`src/rtl/afec_params.svh`:
```
// Constants for the analog front end control block.
// Assumes inclusion by every module file of the block.
`ifndef AFEC_PARAMS_SVH
`define AFEC_PARAMS_SVH
`define AFEC_OFS_REF_CTRL 12'h000
`define AFEC_OFS_REF_TRIM 12'h004
`define AFEC_OFS_DAC_MODE 12'h008
`define AFEC_OFS_DAC_HIGH 12'h00c
`define AFEC_OFS_DAC_LOW 12'h010
`define AFEC_OFS_AMP_CTRL 12'h014
`define AFEC_OFS_GAIN_SW 12'h018
`define AFEC_OFS_CAL_CTRL 12'h01c
`define AFEC_OFS_CAL_STAT 12'h020
`define AFEC_MASK_REF_CTRL 8'h13
`define AFEC_MASK_DAC_MODE 8'h03
`define AFEC_MASK_DAC_LOW 8'hc0
`define AFEC_MASK_GAIN_SW 8'h0f
`define AFEC_BIT_REF_ON 4
`define AFEC_BIT_CAL_MODE 7
`define AFEC_BIT_CAL_REF 6
`define AFEC_BIT_AMP_ON 5
`define AFEC_BIT_GND_SW 3
`define AFEC_REF_TRIM_NOM 8'h80
`define AFEC_TRIM_MIN 5'h00
`define AFEC_TRIM_MAX 5'h1f
`define AFEC_SETTLE_NS 2000
`define AFEC_CLK_NS 25
`define AFEC_SETTLE_CYC ((`AFEC_SETTLE_NS + `AFEC_CLK_NS - 1) / `AFEC_CLK_NS)
`endif

```
`src/rtl/afec_pkg.sv`:
```
// Types for the analog front end control block.
// Assumes afec_params.svh for all numeric constants.
package afec_pkg;
	typedef enum logic [1:0] {afec_ref_int, afec_ref_int_b, afec_ref_supply, afec_ref_float} afec_ref_t;
	typedef enum logic [2:0] {afec_idle, afec_up_start, afec_up_step, afec_dn_start, afec_dn_step,
		afec_finish} afec_cal_state_t;
	typedef struct packed {
		logic [7:0] ref_control;
		logic [7:0] ref_trim;
		logic [7:0] dac_mode_control;
		logic [7:0] dac_code_high;
		logic [7:0] dac_code_low;
		logic [7:0] amp_control;
		logic [7:0] gain_switch_control;
		logic [9:0] dac_code;
	} afec_regs_t;
endpackage : afec_pkg

```
`src/rtl/afec_apb_slave.sv`:
```
// APB slave front end: turns the handshake and the address hit from afec_ctrl into one write strobe.
// Assumes a single APB master on pclk; answers with zero wait states.
`timescale 1ns/10ps
`include "afec_params.svh"
module afec_apb_slave (
	input wire logic psel,
	input wire logic penable,
	input wire logic pwrite,
	input wire logic [11:0] paddr,
	input wire logic [31:0] rdata_in,
	input wire logic hit,
	output logic pready,
	output logic pslverr,
	output logic wr_stb,
	output logic [31:0] prdata
);
	// Unmapped addresses complete with an error so software sees the slip
	assign pready = 1'b1;
	assign pslverr = psel & penable & ~hit;
	assign wr_stb = psel & penable & pwrite & hit;
	assign prdata = (psel & ~pwrite & hit) ? rdata_in : 32'h0000_0000;
endmodule : afec_apb_slave

```
`src/rtl/afec_cal_seq.sv`:
```
// Offset calibration sequencer: sweeps the trim up then down.
// Assumes the amplifier output level is synchronous to pclk.
`timescale 1ns/10ps
`include "afec_params.svh"
module afec_cal_seq (
	input wire logic pclk,
	input wire logic presetn,
	input wire logic start,
	input wire logic amp_out,
	output logic busy,
	output logic done,
	output logic load,
	output logic [4:0] trim,
	output logic [4:0] result
);
	typedef struct packed {
		afec_pkg::afec_cal_state_t st;
		logic [15:0] wait_cnt;
		logic [4:0] trim;
		logic [4:0] first;
		logic [4:0] result;
		logic ref_lvl;
		logic done;
		logic load;
	} afec_seq_t;
	afec_seq_t s_r, s_nxt;
	function automatic logic [4:0] afec_avg(input logic [4:0] a, input logic [4:0] b);
		logic [5:0] sum;
		sum = {1'b0, a} + {1'b0, b};
		afec_avg = sum[5:1];
	endfunction : afec_avg
	wire settled = (s_r.wait_cnt == 16'h0000);
	always_comb begin
		s_nxt = s_r;
		s_nxt.load = 1'b0;
		if (!settled)
			s_nxt.wait_cnt = s_r.wait_cnt - 16'h0001;
		unique case (s_r.st)
			afec_pkg::afec_idle: begin
				if (start) begin
					s_nxt.st = afec_pkg::afec_up_start;
					s_nxt.trim = `AFEC_TRIM_MIN;
					s_nxt.done = 1'b0;
					s_nxt.load = 1'b1;
					s_nxt.wait_cnt = 16'(`AFEC_SETTLE_CYC);
				end
			end
			afec_pkg::afec_up_start, afec_pkg::afec_dn_start: begin
				if (settled) begin
					s_nxt.ref_lvl = amp_out;
					s_nxt.st = (s_r.st == afec_pkg::afec_up_start) ? afec_pkg::afec_up_step :
						afec_pkg::afec_dn_step;
					s_nxt.trim = (s_r.st == afec_pkg::afec_up_start) ? s_r.trim + 5'h01 :
						s_r.trim - 5'h01;
					s_nxt.load = 1'b1;
					s_nxt.wait_cnt = 16'(`AFEC_SETTLE_CYC);
				end
			end
			afec_pkg::afec_up_step: begin
				if (settled) begin
					// Saturate at the end code when no change is seen
					if (amp_out != s_r.ref_lvl || s_r.trim == `AFEC_TRIM_MAX) begin
						s_nxt.first = s_r.trim;
						s_nxt.st = afec_pkg::afec_dn_start;
						s_nxt.trim = `AFEC_TRIM_MAX;
					end else
						s_nxt.trim = s_r.trim + 5'h01;
					s_nxt.load = 1'b1;
					s_nxt.wait_cnt = 16'(`AFEC_SETTLE_CYC);
				end
			end
			afec_pkg::afec_dn_step: begin
				if (settled) begin
					if (amp_out != s_r.ref_lvl || s_r.trim == `AFEC_TRIM_MIN) begin
						s_nxt.result = afec_avg(s_r.first, s_r.trim);
						s_nxt.st = afec_pkg::afec_finish;
					end else begin
						s_nxt.trim = s_r.trim - 5'h01;
						s_nxt.load = 1'b1;
						s_nxt.wait_cnt = 16'(`AFEC_SETTLE_CYC);
					end
				end
			end
			afec_pkg::afec_finish: begin
				s_nxt.trim = s_r.result;
				s_nxt.load = 1'b1;
				s_nxt.done = 1'b1;
				s_nxt.st = afec_pkg::afec_idle;
			end
			default: s_nxt.st = afec_pkg::afec_idle;
		endcase
	end
	always_ff @(posedge pclk or negedge presetn) begin
		if (!presetn)
			s_r <= '0;
		else
			s_r <= s_nxt;
	end
	assign busy = (s_r.st != afec_pkg::afec_idle);
	assign done = s_r.done;
	assign load = s_r.load;
	assign trim = s_r.trim;
	assign result = s_r.result;
endmodule : afec_cal_seq

```
`src/rtl/afec_ctrl.sv`:
```
// Analog front end control registers over APB, with calibration sequencer.
// Assumes the analog macros sample the outputs as static levels.
// How it works
// - Reference on bit powers generator
// - Reference select: internal, supply, floating
// - Unimplemented bits read zero, ignore writes
// - Reference trim register drives fine tune
// - Mode field: off-float, off-ground, enabled
// - Code is high byte plus low bits
// - Bit 7 selects calibration mode
// - Bit 6 picks input or converter
// - Bit 5 enables amplifier, reset off
// - Bits 4..0 drive offset trim
// - Bit 3 closes ground node switch
// - Bits 2..0 connect gain taps
//
// The APB register port and the register addresses are this design's own decisions.
`timescale 1ns/10ps
`include "afec_params.svh"
module afec_ctrl (
	input wire logic pclk,
	input wire logic presetn,
	input wire logic psel,
	input wire logic penable,
	input wire logic pwrite,
	input wire logic [11:0] paddr,
	input wire logic [31:0] pwdata,
	input wire logic [3:0] pstrb,
	output logic [31:0] prdata,
	output logic pready,
	output logic pslverr,
	input wire logic amp_output_pin,
	output logic ref_gen_on,
	output logic ref_float,
	output logic [7:0] ref_fine_trim,
	output logic [1:0] dac_ref_select,
	output logic dac_ref_internal,
	output logic dac_ref_supply,
	output logic dac_ref_float,
	output logic dac_enable,
	output logic dac_out_ground,
	output logic dac_out_float,
	output logic [9:0] dac_code,
	output logic amp_cal_mode,
	output logic amp_cal_ref_select,
	output logic amp_on,
	output logic [4:0] amp_offset_trim,
	output logic gain_ground_switch,
	output logic [2:0] gain_tap_switch
);
	afec_pkg::afec_regs_t r_r, r_nxt;
	logic hit;
	logic wr_stb;
	logic [7:0] rd_byte;
	logic [31:0] rd_word;
	logic cal_busy, cal_done, cal_load;
	logic [4:0] cal_trim, cal_result;
	logic cal_start;
	logic [7:0] wbyte;
	assign wbyte = pstrb[0] ? pwdata[7:0] : 8'h00;
	always_comb begin
		hit = 1'b1;
		rd_byte = 8'h00;
		unique case (paddr)
			`AFEC_OFS_REF_CTRL: rd_byte = r_r.ref_control;
			`AFEC_OFS_REF_TRIM: rd_byte = r_r.ref_trim;
			`AFEC_OFS_DAC_MODE: rd_byte = r_r.dac_mode_control;
			`AFEC_OFS_DAC_HIGH: rd_byte = r_r.dac_code_high;
			`AFEC_OFS_DAC_LOW: rd_byte = r_r.dac_code_low;
			`AFEC_OFS_AMP_CTRL: rd_byte = r_r.amp_control;
			`AFEC_OFS_GAIN_SW: rd_byte = r_r.gain_switch_control;
			`AFEC_OFS_CAL_CTRL: rd_byte = 8'h00;
			`AFEC_OFS_CAL_STAT: rd_byte = {1'b0, cal_busy, cal_done, cal_result};
			default: hit = 1'b0;
		endcase
	end
	assign rd_word = {24'h000000, rd_byte};
	afec_apb_slave u_apb (
		.psel(psel),
		.penable(penable),
		.pwrite(pwrite),
		.paddr(paddr),
		.rdata_in(rd_word),
		.hit(hit),
		.pready(pready),
		.pslverr(pslverr),
		.wr_stb(wr_stb),
		.prdata(prdata)
	);
	// Sweep only makes sense in cancellation mode against the converter
	assign cal_start = wr_stb && pstrb[0] && paddr == `AFEC_OFS_CAL_CTRL && pwdata[0] &&
		r_r.amp_control[`AFEC_BIT_CAL_MODE] && r_r.amp_control[`AFEC_BIT_CAL_REF] && !cal_busy;
	afec_cal_seq u_seq (
		.pclk(pclk),
		.presetn(presetn),
		.start(cal_start),
		.amp_out(amp_output_pin),
		.busy(cal_busy),
		.done(cal_done),
		.load(cal_load),
		.trim(cal_trim),
		.result(cal_result)
	);
	always_comb begin
		r_nxt = r_r;
		if (wr_stb && pstrb[0]) begin
			unique case (paddr)
				`AFEC_OFS_REF_CTRL: r_nxt.ref_control = wbyte & `AFEC_MASK_REF_CTRL;
				`AFEC_OFS_REF_TRIM: r_nxt.ref_trim = wbyte;
				`AFEC_OFS_DAC_MODE: r_nxt.dac_mode_control = wbyte & `AFEC_MASK_DAC_MODE;
				`AFEC_OFS_DAC_HIGH: begin
					r_nxt.dac_code_high = wbyte;
					// Latched here so a low-then-high pair never shows a torn code
					r_nxt.dac_code = {wbyte, r_r.dac_code_low[7:6]};
				end
				`AFEC_OFS_DAC_LOW: r_nxt.dac_code_low = wbyte & `AFEC_MASK_DAC_LOW;
				`AFEC_OFS_AMP_CTRL: r_nxt.amp_control = wbyte;
				`AFEC_OFS_GAIN_SW: r_nxt.gain_switch_control = wbyte & `AFEC_MASK_GAIN_SW;
				default: r_nxt = r_r;
			endcase
		end
		// Sequencer rewrites the trim field on each of its load cycles; it wins over a software write in that cycle
		if (cal_load)
			r_nxt.amp_control[4:0] = cal_trim;
	end
	always_ff @(posedge pclk or negedge presetn) begin
		if (!presetn)
			r_r <= '0;
		else
			r_r <= r_nxt;
	end
	assign ref_gen_on = r_r.ref_control[`AFEC_BIT_REF_ON];
	assign ref_float = ~r_r.ref_control[`AFEC_BIT_REF_ON];
	assign ref_fine_trim = r_r.ref_trim;
	assign dac_ref_select = r_r.ref_control[1:0];
	assign dac_ref_internal = ~r_r.ref_control[1];
	assign dac_ref_supply = (r_r.ref_control[1:0] == 2'(afec_pkg::afec_ref_supply));
	assign dac_ref_float = (r_r.ref_control[1:0] == 2'(afec_pkg::afec_ref_float));
	assign dac_enable = r_r.dac_mode_control[0];
	assign dac_out_ground = (r_r.dac_mode_control[1:0] == 2'h2);
	assign dac_out_float = (r_r.dac_mode_control[1:0] == 2'h0);
	assign dac_code = r_r.dac_code;
	assign amp_cal_mode = r_r.amp_control[`AFEC_BIT_CAL_MODE];
	assign amp_cal_ref_select = r_r.amp_control[`AFEC_BIT_CAL_REF];
	assign amp_on = r_r.amp_control[`AFEC_BIT_AMP_ON];
	assign amp_offset_trim = r_r.amp_control[4:0];
	assign gain_ground_switch = r_r.gain_switch_control[`AFEC_BIT_GND_SW];
	assign gain_tap_switch = r_r.gain_switch_control[2:0];
endmodule : afec_ctrl

```
`config.mk`:
```
export PLATFORM = sky130hd
export DESIGN_NAME = afec_ctrl
export DESIGN_NICKNAME = d
export VERILOG_FILES = /design/src/rtl/afec_pkg.sv /design/src/rtl/afec_apb_slave.sv /design/src/rtl/afec_cal_seq.sv /design/src/rtl/afec_ctrl.sv
export VERILOG_INCLUDE_DIRS = /design/src /design/src/rtl
export SDC_FILE = /design/constraint.sdc
export NUM_CORES = 1
export LEC_CHECK = 0
export ABC_AREA = 1
export ABC_CLOCK_PERIOD_IN_PS = 3700
export CORE_MARGIN = 2
export CORE_UTILIZATION = 46
export CTS_CLUSTER_DIAMETER = 80
export DETAILED_ROUTE_END_ITERATION = 12
export DONT_BUFFER_PORTS = 1
export HOLD_SLACK_MARGIN = 0.05
export PLACE_DENSITY = 0.58
export SETUP_SLACK_MARGIN = 0.2
export SYNTH_ARGS = -nofsm -noshare
export SYNTH_HDL_FRONTEND = slang
export SYNTH_SLANG_ARGS = --single-unit
```
`constraint.sdc`:
```
create_clock -name pclk -period 3.7 [get_ports pclk]
set_clock_uncertainty 0.2 [all_clocks]
set_input_delay 0.185 -clock pclk [delete_from_list [all_inputs] [get_ports pclk]]
set_output_delay 0.185 -clock pclk [all_outputs]
set_load 0.05 [all_outputs]
```
# [Word-level counts from Yosys, hierarchy flattened]
# Index checks and enable logic that the tools add are counted.
# W data, S select, Z words.
[totals] reg_bits=82 inputBits=54 wordCells=122
[op_classes] addsub=4 eq_ne=25 mux=30 n_bitwise=10 reduce_logical=36
[ops] cell="$mux W24" n=3
[ops] cell="$pmux W16 S4" n=1
[ops] cell="$pmux W8 S8" n=1
[ops] cell="$eq A12 B5 Y1 const B" n=4
[ops] cell="$mux W29" n=1
[ops] cell="$mux W5" n=5
[ops] cell="$pmux W5 S5" n=1
[ops] cell="$eq A12 B4 Y1 const B" n=2
[ops] cell="$mux W23" n=1
[ops] cell="$mux W21" n=1
[ops] cell="$reduce_and A2 Y1" n=10
[ops] cell="$logic_not A16 Y1" n=1
[ops] cell="$mux W16" n=1
[ops] cell="$mux W8" n=2
[ops] cell="$sub A16 B1 Y16 const B" n=1
[ops] cell="$eq A12 B3 Y1 const B" n=1
[ops] cell="$eq A12 B6 Y1 const B" n=1
[ops] cell="$logic_not A12 Y1" n=1
[ops] cell="$pmux W3 S4" n=1
[ops] cell="$reduce_and A6 Y1" n=2
[ops] cell="$mux W10" n=1
[ops] cell="$ne A2 B1 Y1 const B" n=5
[ops] cell="$mux W3" n=3
[ops] cell="$reduce_or A9 Y1" n=1
[ops] cell="other kinds (29)" n=54

# [Logic depth before layout (Yosys ltp)]
[depth] word_depth=12 mapped_depth=14 depth_no_buf=12

# [Modules after synthesis]
# From an unflattened synthesis, not the netlist that was laid out.
[unflattened] cells_unflattened=784 hier_area_um2=5556.6
[by_module_without_submodules] module="afec_cal_seq" instances=1 cells_each=403 area_per_inst_um2=2825.2 seq_area_each_um2=925.9
[by_module_without_submodules] module="afec_ctrl" instances=1 cells_each=306 area_per_inst_um2=2333.5 seq_area_each_um2=925.9
[by_module_without_submodules] module="afec_apb_slave" instances=1 cells_each=75 area_per_inst_um2=397.9 seq_area_each_um2=0.0

# [Worst setup path before layout]
# No wires, ideal clock.
[synth_timing] path_kind="reg-to-output" startpoint="register r_r, in the netlist ref_gen_on" endpoint="output port prdata[4]" arrival_time_ns=1.961 setup_slack_ns=1.354 stages_incl_launch_ff=5 n_path_buf=0 path_cell_list="dfrtp_1 > inv_1 > o221ai_1 > nor2_1 > nor2_1"
[synth_via] elab_chain_cells=2
[synth_lines] item="start, declared" line="afec_ctrl.sv:51" rtl="afec_pkg::afec_regs_t r_r, r_nxt;"
[synth_lines] item="start signal, assigned" line="afec_ctrl.sv:130" rtl="r_r <= r_nxt;"
[synth_lines] item="$pmux W8 S8" line="afec_ctrl.sv:64" rtl="unique case (paddr)"
[synth_lines] item="$mux W8" line="afec_apb_slave.sv:21" rtl="assign prdata = (psel & ~pwrite & hit) ? rdata_in : 32'h0000_0000;"
[synth_lines] item="end, declared" line="afec_ctrl.sv:29" rtl="output logic [31:0] prdata,"
# Every way passes these cells.

# [Worst setup path in the final report]
[layout_timing] startpoint="input port paddr[8]" endpoint="output port prdata[4]"
[layout_via] elab_chain_cells=5
[layout_lines] item="start, declared" line="afec_ctrl.sv:26" rtl="input wire logic [11:0] paddr,"
[layout_lines] item="$eq A12 B5 Y1, or another cell as far along" line="afec_ctrl.sv:64"
[layout_lines] item="$reduce_or A9 Y1 (no source line)"
[layout_lines] item="$mux W1" line="afec_ctrl.sv:64"
[layout_lines] item="$and A1 B1 Y1" line="afec_apb_slave.sv:21"
[layout_lines] item="$mux W8 (*)" line="afec_apb_slave.sv:21"
# Mark *: on every way between the ends. The rest lies on a longest branch, timed or not.

==> results.md <==
- STA classifies the critical path endpoint as a primary output.
- The shortest period the worst path allows is slightly above 3 ns.
- The synthesized area per cell is about 7.5 um2.
- The most used flip-flop cell after synthesis is sky130_fd_sc_hd__dfrtp_1.
- The synthesized flop and latch total is 74.
- Counting instances, the worst hold path has a depth of 4.
- The clock-pin slew of the registers on the worst-case setup and hold paths is ~0.09 ns.
- The number of antenna diodes in the final layout is 0.
- The synthesized netlist occupies a cell area of 5020 um2.
- In this run the clock root is driven by a sky130_fd_sc_hd__clkbuf_8.
- In this run the biggest area consumer among cell types represents a little under two fifths of the synthesized area.
- The post-route worst setup slack is 0.607 ns.
- The final non-filler cell total is 803.
- The cell occurring most often along the worst timing path is sky130_fd_sc_hd__nor2_1.
- Measured along the y axis, the die boundary spans roughly 110 um.
- After detailed routing, the number of remaining DRC violations is 0.
- Global routing used a little over a fifth of the available tracks across all layers.
- The required time at the worst-slack endpoint is 3.31 ns.
- By area the synthesized netlist is led by sky130_fd_sc_hd__dfrtp_1, sky130_fd_sc_hd__nand2_1, sky130_fd_sc_hd__buf_4, sky130_fd_sc_hd__nor2_1, sky130_fd_sc_hd__nand3_1.
- In the finished design, the share of the clock period the worst path needs comes to between 80% and 90%.
- After detailed routing, the number of vias per cell comes to 5.20.
- Among all stages on the critical path, the largest delay is contributed by sky130_fd_sc_hd__nor2_1.
- Setup total negative slack on the finished layout was measured at 0 ns.
- The residual overflow from global routing is 0.
- The detailed placer's ending HPWL is 8.89 mm.
- STA classifies the critical path startpoint as an input port.
- The number of filler cells placed in the layout is 1065.
- The net count of the finished layout is a little over 700.
- Routability-driven placement finished with a final weighted congestion of 0.894.
- The max-slew headroom at the worst pin is roughly 38%.
- The pin count of the biggest net entering global routing is 75.
- The area of combinational cells with multiple inputs is 2480 um2.
- The clock tree buffer depth is 2.
- The total via count in the routed design is around 4200.
- The path depth of the worst reg2reg path is 11.
- The peak clock frequency supported by timing is between 300 and 400 MHz.
- Of all nets on the critical path, the largest fanout is 6.
- For this run, the number of Yosys warnings is 0.
- The number of endpoints failing setup at the final stage is 0.
- For this design, the sink count on the clock tree is 74.
- The utilization after layout is between 40 and 50%.
- The kind of cell with the highest combined delay along the critical path is simple AND/OR/NAND/NOR gates.
- By startpoint and endpoint, the worst setup path is classified as input port to primary output.
- Once detail routing completed, the nets flagged for antenna violations numbered 0.
- The flip-flop and latch area is about 1900 um2.
- The number of rows in the core area is 38.
- Buffers placed on the I/O ports in this run total 0.
- The final hold violation count is 0.
- Data arrives at the worst endpoint at 2.71 ns.
- The area growth from synthesis to final layout is 2.89%.
- The tool flagged a number of max-cap violations equal to 0.
- VDD sags by at most 0.147 mV.
- On the worst path, the slowest cell contributes a delay of ~0.7 ns.
- The cell count after placement is just under 800.
- The die covers around 12000 um2.
- The total wire length after detailed routing is around 12 mm.
- The number of different library cells used by synthesis comes to 47.
- The die boundary width is around 110 um.
- The effective utilization at floorplan is 46.7%.
- Cells with a size suffix above 1 make up 12.2% of the layout.
- At the pin with the least slew margin, the transition time is slightly above 0.9 ns.
- The run finished with clean final reports.
- The most area-hungry cell type in the Yosys netlist is sky130_fd_sc_hd__dfrtp_1.
- At the placement stage, the worst setup path has a slack of 1.15 ns.
- The min-delay analysis places its worst path in the category input port to flop.
- The number of antenna violations at the first check in global routing was 0.
- TritonCTS built the clock tree.
- The count of pins over their slew limit is 0.
- The violation count after the first detailed-routing iteration is 343.
- In this run the power density over the cells is 298 nW/um2.
- Setup repair after global routing left no endpoint under its margin.
- The number of global-route vias before repair is slightly below 4000.
- The number of top-level design ports is 128.
- Counting flops with an async set or reset pin after synthesis yields a share of 100%.
- The floorplan core area is between 10000 and 15000 um2.
- At the later pin of the worst-skew pair, clock insertion delay measures about 0.36 ns.
- Together, buffers and inverters on the worst path number 1.
- Summed over all cells, the static leakage comes to about 2.4 nW.
- Traced cell by cell, the critical path runs through dlygate4sd3_1 -> nor2_2 -> nand2_4 -> nor3_1 -> nand2_1 -> o221ai_1 -> nor2_1 -> nor2_1.
- Sequential elements use between 30% and 40% of the synthesized area.
- Counting buffers and inverters, the worst setup path is 8 cells deep.
- The number of flops mapped to enable cells by yosys is 0.
- CTS built an H-tree with a depth of 3.
- The first global-routing pass estimated 19.6 mm of wire.
- For this run, the detailed router's first-pass iteration total came to 5.
- TritonCTS created 9 clock buffers.
- The gate count after technology mapping is 670.
- After detailed routing, the average wire length per cell comes to 15.0 um.
cell usage after synthesis (all sizes together) (4+ instances only):
cell     instances
nand2          170
nor2            90
dfrtp           74
inv             70
buf             65
o21ai           64
nand3           50
nor3            12
ha              10
nand4            9
xor2             9
o2111ai          7
a21oi            6
a22o             4
a31oi            4
xnor2            4
state kept, by name, indices dropped and copies added (netlist names):
register / count
dac_ref_select: 2
amp_cal_ref_select: 1
ref_fine_trim: 8
dac_enable: 1
amp_on: 1
u_seq.done: 1
gain_tap_switch: 3
u_seq.s_r: 25
u_seq.result: 5
u_seq.load: 1
r_r: 11
amp_offset_trim: 5
u_seq.trim: 5
gain_ground_switch: 1
dac_code: 2
amp_cal_mode: 1
ref_gen_on: 1
power breakdown:
group | internal (mW) | switching (mW)
Clock | 0.254 | 0.357
Combinational | 0.0203 | 0.0986
Sequential | 0.808 | 0.0000259
Total | 1.08 | 0.456
worst min-delay path, cell delays in order:
cell,delay (ns)
sky130_fd_sc_hd__nand2_1,0.09
sky130_fd_sc_hd__nor2_1,0.12
sky130_fd_sc_hd__o2111ai_1,0.12
sky130_fd_sc_hd__nand3_1,0.07
routing by layer:
metal | part of all wire [%] | vias up | routed length [um] | global-route usage [%]
met4 | 1.5 | 0 | 185 | 6.96
li1 | - | 2086 | - | -
met1 | 46 | 1952 | 5520 | 28.2
met5 | 0 | - | 0 | 0
met2 | 47 | 126 | 5590 | 35.5
met3 | 6.0 | 15 | 723 | 3.92
final timing paths:
path | startpoint | end | slack (ns)
max | paddr[8] | prdata[4] | 0.61
min | penable | amp_offset_trim[0] | 0.05
max reg2reg | u_seq.s_r[18] | u_seq.trim[0] | 1.25
min reg2reg | r_r[33] | r_r[33] | 0.29
max in group asynchronous | presetn | u_seq.s_r[8] | 2.77
min in group asynchronous | presetn | dac_ref_select[1] | 0.22
placed cells by master (no fill, tap or decap), drive strengths merged:
| master | instances |
|---|---|
| nand2 | 170 |
| nor3b | 1 |
| o22ai | 1 |
| o21bai | 1 |
| clkinv | 2 |
| clkinvlp | 2 |
| nand3 | 50 |
| nor2 | 90 |
| a31oi | 4 |
| a211oi | 1 |
| dfrtp | 74 |
| nor4 | 1 |
| o21ai | 64 |
| a21oi | 6 |
| buf | 4 |
| or2 | 3 |
| dlygate4sd3 | 16 |
| conb | 25 |
| clkbuf | 9 |
| nor3 | 12 |
| a22oi | 2 |
| xor2 | 9 |
| nand4 | 9 |
| o2111ai | 7 |
| and3 | 1 |
| xnor2 | 4 |
| inv | 74 |
| ha | 10 |
| a221oi | 2 |
| o211ai | 1 |
| o221ai | 2 |
| a31o | 1 |
| fa | 1 |
| a22o | 4 |
cell families (layout without fill, tap and decap cells):
logic type / count (synthesis) / in the layout / share of synthesized area [%]
xor gates and xnor gates: 13 / 13 / 2.27
and+or+nand+nor: 337 / 337 / 30.3
adders and majority gates: 11 / 11 / 2.89
DFF: 74 / 74 / 36.9
buffers and inverters: 137 / 107 / 15.5
other: 2 / 25 / 0.150
AOI/OAI and AO/OA: 96 / 96 / 12.0
final cells by class:
class	instances	share of cell area [%]
timing repair buffer	20	4.07
multi-input combinational	482	48.0
inverter	71	5.21
tap	140	3.39
clock buffer	9	2.40
sequential	74	35.8
clock inverter	7	1.14
repair_timing:
item                                   CTS  global route
endpoints found under the hold margin  110             0
buffers inserted                         0             0
gates resized for setup                  0             0
hold buffers                            17             0
per-stage QoR:
stage | cell area (um2) | hold WS [ns] | power (mW)
floorplan | 5110 | -0.311 | 0.926
global placement | 4800 | -0.309 | 0.908
detailed placement | 4800 | -0.309 | 0.909
CTS | 5170 | 0.0621 | 1.55
global route | 5170 | 0.121 | 1.59
finish | 5170 | 0.0542 | 1.54
Note: power is estimated with default switching activity, not from simulation.
